File: src/verilog/aocr_pkg.sv
package aocr_pkg;

  // ****************************************
  // Register offsets
  // ****************************************
  localparam logic [7:0] AOCR_OFS_DATA_CFG = 8'h14;
  localparam logic [7:0] AOCR_OFS_TERM = 8'h15;
  localparam logic [7:0] AOCR_OFS_PHASE = 8'h16;
  localparam logic [7:0] AOCR_OFS_PAT_LOW = 8'h19;
  localparam logic [7:0] AOCR_OFS_PAT_HIGH = 8'h1A;

  // ****************************************
  // Reset values
  // ****************************************
  localparam logic [7:0] AOCR_RST_DATA_CFG = 8'h00;
  localparam logic [7:0] AOCR_RST_TERM = 8'h00;
  localparam logic [7:0] AOCR_RST_PHASE = 8'h03;
  localparam logic [7:0] AOCR_RST_PAT_LOW = 8'h00;
  localparam logic [7:0] AOCR_RST_PAT_HIGH = 8'h00;
  localparam logic [9:0] AOCR_RST_DEG = 10'h0B4;

  // ****************************************
  // Field positions
  // ****************************************
  localparam int AOCR_FMT_LSB = 0;
  localparam int AOCR_INV_BIT = 2;
  localparam int AOCR_LOWPWR_BIT = 6;
  localparam int AOCR_TERM_LSB = 4;
  localparam int AOCR_PHASE_LSB = 0;
  localparam logic [7:0] AOCR_MASK_DATA_CFG = 8'h47;
  localparam logic [7:0] AOCR_MASK_TERM = 8'h30;
  localparam logic [7:0] AOCR_MASK_PHASE = 8'h0F;

  // ****************************************
  // Codes
  // ****************************************
  localparam logic [3:0] AOCR_PHASE_MAX = 4'hA;
  localparam logic [3:0] AOCR_TEST_USER = 4'h8;
  localparam logic [1:0] AOCR_FMT_OFFSET = 2'h0;
  localparam logic [1:0] AOCR_FMT_TWOS = 2'h1;
  localparam int AOCR_DATA_W = 10;

  // Register read or write request from the serial port decoder
  typedef struct packed {
    logic wr;
    logic rd;
    logic [7:0] addr;
    logic [7:0] wdata;
  } aocr_req_t;

  // Settings presented to the output stage
  typedef struct packed {
    logic low_power;
    logic [1:0] termination;
    logic [3:0] phase_sel;
    logic [1:0] fmt;
    logic invert;
    logic [15:0] pattern;
  } aocr_cfg_t;

endpackage

File: src/verilog/aocr_reg8.sv
module aocr_reg8
  import aocr_pkg::*;
#(
  parameter logic [7:0] RESET_VALUE = 8'h00,
  parameter logic [7:0] WRITE_MASK = 8'hFF
)
(
  input wire logic CLK,
  input wire logic SRST,
  input wire logic we,
  input wire logic [7:0] wdata,
  output logic [7:0] value
);

  typedef struct packed {
    logic [7:0] val_reg;
  } aocr_r8_state_t;

  aocr_r8_state_t st_reg;
  aocr_r8_state_t st_next;

  always_comb
  begin
    st_next = st_reg;
    // Unimplemented bits stay zero
    if (we)
    begin
      st_next.val_reg = wdata & WRITE_MASK;
    end
  end

  always_ff @(posedge CLK)
  begin
    if (SRST)
    begin
      st_reg.val_reg <= RESET_VALUE;
    end
    else
    begin
      st_reg <= st_next;
    end
  end

  assign value = st_reg.val_reg;

endmodule

File: src/verilog/aocr_top.sv
// How it works
// - Bits 3:0 of register 0x16 hold the clock phase code, 0000 to 1010, choosing the divider phase.
// - The phase register resets to 0x03, putting the clock 180 degrees from the data edge.
// - Phase code 0000 puts the clock edge on the data transition, zero degrees.
// - Phase code 0010 puts the clock edge 60 degrees after the data transition.
// - Phase code 0100 gives 240 degrees and code 0101 gives 300 degrees.
// - Register 0x19 holds pattern bits 7:0 and resets to 0x00.
// - Register 0x1A holds pattern bits 15:8, forming the 16-bit pattern with the low byte.
// - In user-pattern test mode the stored pattern replaces conversion data, then is formatted.
module aocr_top
  import aocr_pkg::*;
(
  input wire logic CLK,
  input wire logic SRST,
  input wire aocr_req_t REQ,
  output logic [7:0] RDATA,
  output logic RVALID,
  input wire logic [3:0] TEST_MODE,
  input wire logic [AOCR_DATA_W-1:0] CONV_DATA,
  output aocr_cfg_t CFG,
  output logic [AOCR_DATA_W-1:0] OUT_DATA,
  output logic [3:0] PHASE_TAP,
  output logic [9:0] PHASE_DEG_DIV60
);

  // ****************************************
  // Register bank
  // ****************************************
  logic [7:0] data_cfg;
  logic [7:0] term;
  logic [7:0] phase;
  logic [7:0] pat_low;
  logic [7:0] pat_high;

  aocr_reg8 #(.RESET_VALUE(AOCR_RST_DATA_CFG), .WRITE_MASK(AOCR_MASK_DATA_CFG)) u_data_cfg
  (
    .CLK(CLK),
    .SRST(SRST),
    .we(REQ.wr && REQ.addr == AOCR_OFS_DATA_CFG),
    .wdata(REQ.wdata),
    .value(data_cfg)
  );

  aocr_reg8 #(.RESET_VALUE(AOCR_RST_TERM), .WRITE_MASK(AOCR_MASK_TERM)) u_term
  (
    .CLK(CLK),
    .SRST(SRST),
    .we(REQ.wr && REQ.addr == AOCR_OFS_TERM),
    .wdata(REQ.wdata),
    .value(term)
  );

  // Reset 0x03 means 180 degrees
  aocr_reg8 #(.RESET_VALUE(AOCR_RST_PHASE), .WRITE_MASK(AOCR_MASK_PHASE)) u_phase
  (
    .CLK(CLK),
    .SRST(SRST),
    .we(REQ.wr && REQ.addr == AOCR_OFS_PHASE),
    .wdata(REQ.wdata),
    .value(phase)
  );

  aocr_reg8 #(.RESET_VALUE(AOCR_RST_PAT_LOW), .WRITE_MASK(8'hFF)) u_pat_low
  (
    .CLK(CLK),
    .SRST(SRST),
    .we(REQ.wr && REQ.addr == AOCR_OFS_PAT_LOW),
    .wdata(REQ.wdata),
    .value(pat_low)
  );

  aocr_reg8 #(.RESET_VALUE(AOCR_RST_PAT_HIGH), .WRITE_MASK(8'hFF)) u_pat_high
  (
    .CLK(CLK),
    .SRST(SRST),
    .we(REQ.wr && REQ.addr == AOCR_OFS_PAT_HIGH),
    .wdata(REQ.wdata),
    .value(pat_high)
  );

  // ****************************************
  // Local state
  // ****************************************
  typedef struct packed {
    logic [7:0] rdata_reg;
    logic rvalid_reg;
    logic [AOCR_DATA_W-1:0] out_reg;
    logic [3:0] tap_reg;
    logic [9:0] deg_reg;
    logic [3:0] test_s1_reg;
    logic [3:0] test_s2_reg;
  } aocr_state_t;

  aocr_state_t st_reg;
  aocr_state_t st_next;
  logic [15:0] pattern;
  logic [1:0] fmt;
  logic [AOCR_DATA_W-1:0] src;

  assign pattern = {pat_high, pat_low};
  assign fmt = data_cfg[AOCR_FMT_LSB +: 2];

  always_comb
  begin
    st_next = st_reg;
    // Test mode is a pin from outside: two stages before use
    st_next.test_s1_reg = TEST_MODE;
    st_next.test_s2_reg = st_reg.test_s1_reg;
    st_next.rvalid_reg = REQ.rd;
    case (REQ.addr)
      AOCR_OFS_DATA_CFG: st_next.rdata_reg = data_cfg;
      AOCR_OFS_TERM: st_next.rdata_reg = term;
      AOCR_OFS_PHASE: st_next.rdata_reg = phase;
      AOCR_OFS_PAT_LOW: st_next.rdata_reg = pat_low;
      AOCR_OFS_PAT_HIGH: st_next.rdata_reg = pat_high;
      default: st_next.rdata_reg = 8'h00;
    endcase
    if (!REQ.rd)
    begin
      st_next.rdata_reg = 8'h00;
    end
    // Pattern replaces conversion data in user mode
    if (st_reg.test_s2_reg == AOCR_TEST_USER)
    begin
      src = pattern[15 -: AOCR_DATA_W];
    end
    else
    begin
      src = CONV_DATA;
    end
    // Twos complement flips the MSB of offset binary
    if (fmt == AOCR_FMT_TWOS)
    begin
      src[AOCR_DATA_W-1] = ~src[AOCR_DATA_W-1];
    end
    if (data_cfg[AOCR_INV_BIT])
    begin
      src = ~src;
    end
    st_next.out_reg = src;
    // Phase codes above 1010 are clamped; degree is code x 60, except 0010 = 60
    if (phase[3:0] > AOCR_PHASE_MAX)
    begin
      st_next.tap_reg = AOCR_PHASE_MAX;
    end
    else
    begin
      st_next.tap_reg = phase[3:0];
    end
    case (st_next.tap_reg)
      4'h0: st_next.deg_reg = 10'h000;
      4'h2: st_next.deg_reg = 10'h03C;
      4'h3: st_next.deg_reg = 10'h0B4;
      4'h4: st_next.deg_reg = 10'h0F0;
      4'h5: st_next.deg_reg = 10'h12C;
      default: st_next.deg_reg = 10'(st_next.tap_reg * 60);
    endcase
  end

  always_ff @(posedge CLK)
  begin
    if (SRST)
    begin
      st_reg <= '0;
      st_reg.tap_reg <= AOCR_RST_PHASE[3:0];
      st_reg.deg_reg <= AOCR_RST_DEG;
    end
    else
    begin
      st_reg <= st_next;
    end
  end

  // ****************************************
  // Outputs
  // ****************************************
  assign RDATA = st_reg.rdata_reg;
  assign RVALID = st_reg.rvalid_reg;
  assign OUT_DATA = st_reg.out_reg;
  assign PHASE_TAP = st_reg.tap_reg;
  assign PHASE_DEG_DIV60 = st_reg.deg_reg;
  assign CFG.low_power = data_cfg[AOCR_LOWPWR_BIT];
  assign CFG.termination = term[AOCR_TERM_LSB +: 2];
  assign CFG.phase_sel = phase[AOCR_PHASE_LSB +: 4];
  assign CFG.fmt = fmt;
  assign CFG.invert = data_cfg[AOCR_INV_BIT];
  assign CFG.pattern = pattern;

endmodule

File: config.mk
export PLATFORM = sky130hd
export DESIGN_NAME = aocr_top
export DESIGN_NICKNAME = d
export VERILOG_FILES = /design/src/verilog/aocr_pkg.sv /design/src/verilog/aocr_reg8.sv /design/src/verilog/aocr_top.sv
export SDC_FILE = /design/constraint.sdc
export NUM_CORES = 1
export LEC_CHECK = 0
export BUFFER_PORTS_ARGS = -buffer_cell sky130_fd_sc_hd__buf_4
export CORE_MARGIN = 5
export CORE_UTILIZATION = 56
export DETAILED_ROUTE_END_ITERATION = 8
export GPL_TIMING_DRIVEN = 0
export PLACE_DENSITY = 0.89
export SETUP_SLACK_MARGIN = 0.15
export SLEW_MARGIN = 20
export SYNTH_ARGS = -nofsm -noshare
export SYNTH_HDL_FRONTEND = slang
export SYNTH_SLANG_ARGS = --single-unit
File: constraint.sdc
create_clock -name CLK -period 9.3 [get_ports CLK]
set_input_delay 0.465 -clock CLK [delete_from_list [all_inputs] [get_ports CLK]]
set_output_delay 0.465 -clock CLK [all_outputs]
set_load 0.02 [all_outputs]
# Yosys cells after proc, flatten, opt, wreduce, memory -nomap -nowiden
# Cells that the tools add are included.
# W data, S select, Z words.
# totals
register_bits,67
latch_bits,0
ramBits,0
romBits,0
inputBits,34
output_inout_bits,59
word_cells,41
memories,0
# classes
n_addsub,0
mul,1
div,0
magnitude_cmp,1
n_eq_ne,11
n_shift,0
mux,6
bitwise_logic,3
reduce_logical,7
# ops
operator,count
$pmux W10 S5,1
$eq A8 B5 Y1 const B,5
$pmux W8 S5,1
$mux W10,2
$not A10 Y10,1
$eq A4 B2 Y1 const B,2
$eq A4 B3 Y1 const B,2
$mul A4 B4 Y8 const B,1
$logic_and A1 B1 Y1,5
$eq A4 B4 Y1 const B,1
$gt A4 B4 Y1 const B,1
$logic_not A4 Y1,1
$mux W4,1
$eq A2 B1 Y1 const B,1
$not A1 Y1,2
$reduce_or A2 Y1,1
$mux W1,1

# Logic depth before layout (Yosys ltp)
# logic_depth
depth_word,6
mapped_depth,13

# Cells and area by module
# From an unflattened synthesis, not the netlist that was laid out.
# unflattened
cells_unflattened,369
hier_area_um2,3452.1
# modules_own_cells
mod,instances,cells_per_inst,area_per_inst_um2
aocr_top,1,269,2419.8
aocr_reg8 at u_pat_high ...,2,26,285.3
aocr_reg8 at u_data_cfg,1,18,173.9
aocr_reg8 at u_phase,1,17,171.4
aocr_reg8 at u_term,1,13,116.4

# Worst setup path after synthesis
# OpenSTA, ideal clock, no wires.
# synth_timing
kind,register -> register
startpoint,"reg u_phase.st_reg, in the netlist u_phase.value[3]"
endpoint,"reg st_reg, in the netlist PHASE_DEG_DIV60[8]"
arrival_time_ns,2.979
t_required_ns,9.208
path_slack_ns,6.229
path_stages_with_launch,10
path_buffers,1
synth_period_minus_slack_ns,3.071
path_cell_list,dfxtp_1 > clkbuf_1 > a21oi_1 > fa_1 > fa_1 > fa_1 > nor2b_1 > o21ai_0 > nor4bb_1 > nor4_1
# synth_via
elab_chain_cells,4
word_cells_on_any_way,9
# synth_rtl
item,line,source
start: declaration,aocr_reg8.sv:19,aocr_r8_state_t st_reg;
start signal: assignment,aocr_reg8.sv:40,st_reg <= st_next;
$gt A4 B4 Y1,aocr_top.sv:142,if (phase[3:0] > AOCR_PHASE_MAX)
$mux W4 *,aocr_top.sv:142,
"$mul A4 B4 Y8, or another cell as far along",aocr_top.sv:156,default: st_next.deg_reg = 10'(st_next.tap_reg * 60);
$pmux W10 S5 *,aocr_top.sv:150,case (st_next.tap_reg)
end signal: assignment,aocr_top.sv:170,st_reg <= st_next;
end: declaration,aocr_top.sv:94,aocr_state_t st_reg;
# Mark *: on every way between the ends. The rest lies on a longest branch, timed or not.
# A chain may end at the register's enable or synchronous reset.

# Final worst setup path
# layout_timing
startpoint,"reg u_phase.st_reg, in the netlist u_phase.value[2]"
endpoint,"reg st_reg, in the netlist PHASE_DEG_DIV60[8]"
# The elaborated chain is that of the path after synthesis.

==> impl_results.md <==
* Setup crit end kind: register
* DRT iter0 DRCs at 208
* Maximum VDD drop at 0.0875 mV
* Starting Density at 57.6%
* CTS clock-pin slew for the worst setup and hold paths at 70 ps
* Reg2Reg Setup Slack at 5780 ps
* Required @ worst endpoint at 9550 ps
* DRT Wirelength at 8.29 mm
* Worst slew margin at 35.2%
* Fin. max-slew vios at 0
* CTS sink cnt at 65
* CTS Buffer Depth at 2
* Hpwl dp at 6.31 mm
* RSZ-0062 raised after global routing: no
* DR vias at 2,753
* Cell Int Power at 0.469 mW
* Max reg flops at 10
* Die Ht at 85.3 um
* Final setup violation count at 0
* Fin crit share at 37.8%
* Gpl congestion at 0.943
* Synth cell types at 40
* Share of layout cells above drive strength 1 at 32.1%
* Post-DRT Antenna Nets at 0
* Clk pwr share at 44.4%
* Via/cell ratio at 5.36
* Cell Area, Synth at 0.00317 mm^2
* Ranking of synthesized cells by area: dfxtp_1 41%, mux2i_1 9.8%, buf_4 7.8%
* Power Density at 144 mW/mm^2
* Actual slew at the worst max-slew pin at 959 ps
* Fin Setup TNS at 0 ps
* Critical Path AT at 3770 ps
* Synth-to-Final Area Change at 30.8%
* Share of the synthesized area in the top cell type at 41.0%
* Core Region at 0.00551 mm^2
* Fill cell count at 407
* Die Area at 0.00727 mm^2
* Post-synthesis sequential area ratio at 41.0%
* Count leader, synth: dfxtp_1
* Final Hold Fails at 0
* EDFF count, synth at 0
* Multi-input logic area at 0.00150 mm^2
* Ant. Diodes at 0
* Synth Warn # at 0
* Wire per inst at 16.1 um
* Largest net degree at the start of global routing at 11
* Post-CTS setup buffer count at 0
* Fmax at 284 MHz
* # H-tree levels at 3
* P_sw at 0.131 mW
* Total GRT Usage at 23.4%
* Layout Nets at 489
* First-pass GRT wire length at 13.4 mm
* Sequential share of power at 47.4%
* Crit path time final at 3520 ps
* CTS tree: done
* TritonRoute pass-1 iters at 4
* Resize count post-CTS at 0
* Width of the die at 85.3 um
* Synth top cells by count: 65 x dfxtp_1, 42 x nor2_1, 33 x buf_4
* Clk Latency, worst-skew pair at 340 ps
* Synth Area per Inst at 9.38 um^2
* Row count at 27
* Initial antenna violation count at 0
* Pleak at 1.96 nW
* Post-synthesis cell count at 338
* Reg area at 0.00130 mm^2
* # DRC at 0
* Input/output buffers at 89
* Gr ovfl total at 0
* Share of synthesized registers carrying an async set or reset at 0%
* Root Driver: clkbuf_8
* Switching part of the total power at 21.8%
* Main synth FF type: dfxtp_1
* Critical Path Source Type: register
* Cell taking the most area after synthesis: dfxtp_1
* Worst hold path class: input pin to register
* Logic pwr share at 8.2%
* Vias in the first global route at 2,708
* Outcome: finished clean
* I/O pin count at 93
* Worst Setup Path Type: register to register
* Critical Path Fanout Max at 10
* TritonCTS buffer count at 9
* Number of synthesized register bits at 65
* Final core occ at 75.4%
* Max-Cap Viols at 0
* CTS Hold Bufs at 0
* Clock Skew at 6.52 ps
cell usage in the layout (no fill, tap or decap), drive strengths merged:
master,count
a211o,2
a211oi,2
a21o,1
a21oi,16
a22o,5
a22oi,2
a311o,1
a32oi,5
and3,4
buf,127
bufinv,2
clkbuf,21
clkinv,1
conb,2
dfxtp,65
fa,4
ha,12
inv,17
mux2i,31
nand2,11
nand2b,6
nand3,4
nand3b,4
nand4,3
nor2,42
nor2b,18
nor3,5
nor4,3
nor4b,2
nor4bb,1
o211ai,2
o21ai,6
o41ai,1
or3,1
or4b,1
xnor2,2
xor2,10
cell families after synthesis:
group	after synthesis	share of synthesized area (%)
AND/OR/NAND/NOR	105	17.6
flip-flops	65	41.0
buffers and inverters	65	11.7
AO/OA/AOI/OAI	43	9.19
multiplexers	31	9.78
adder cells (fa/ha/maj)	16	7.26
XOR/XNOR	12	3.31
other	1	0.118
power by group through the flow:
| stage | sequential (mW) | combinational [mW] | clock, mW |
|---|---|---|---|
| 2_1_floorplan | 0.291 | 0.0258 | 0 |
| 3_3_place_gp | 0.290 | 0.0475 | 0 |
| 3_5_place_dp | 0.291 | 0.0484 | 0 |
| 4_1_cts | 0.284 | 0.0486 | 0.267 |
| 5_1_grt | 0.284 | 0.0525 | 0.283 |
| 6_report | 0.284 | 0.0489 | 0.266 |
critical path, cell delays in order, from the launching register on:
cell	delay, ps
dfxtp_1	370
clkbuf_1	250
a21oi_1	570
fa_1	580
fa_1	530
fa_1	480
nor2b_1	160
o21ai_0	140
nor4bb_1	160
nor4_1	200
path summary, 6_finish.rpt:
| check | cells after the start | end | start |
|---|---|---|---|
| max reg2reg | 9 | PHASE_DEG_DIV60[8]$_SDFF_PP0_ | u_phase.value[2]$_SDFFE_PP0P_ |
| max | 9 | PHASE_DEG_DIV60[8]$_SDFF_PP0_ | u_phase.value[2]$_SDFFE_PP0P_ |
| min reg2reg | 1 | st_reg[1]$_SDFF_PP0_ | st_next[1]$_SDFF_PP0_ |
| min | 2 | st_next[1]$_SDFF_PP0_ | TEST_MODE[1] |
metal layers:
metal	up-vias	GRT usage, %	routed length [um]
met5	-	0	0
met4	0	9.78	140
met3	15	6.41	684
met2	112	37.8	4100
met1	1312	29.4	3360
li1	1314	-	-
layout make-up:
type | instances | area share (%)
buffer | 48 | 7.39
multi-input combinational | 209 | 36.2
timing repair buffer | 89 | 16.1
clock buffer | 11 | 3.65
tap | 72 | 2.17
clock inverter | 3 | 1.57
sequential | 65 | 31.4
inverter | 17 | 1.54
through the flow:
step                cell area [um^2]  setup slack (ps)  std cells  hold WS [ps]  power (mW)
detailed placement              3930              5840        500           433       0.339
global placement                3930              5900        500           419       0.338
floorplan                       3180              6230        339           414       0.316
CTS                             4150              5820        514           335       0.600
global route                    4150              5570        514           330       0.620
finish                          4150              5780        514           338       0.599
Note: power is estimated with default switching activity, not from simulation.
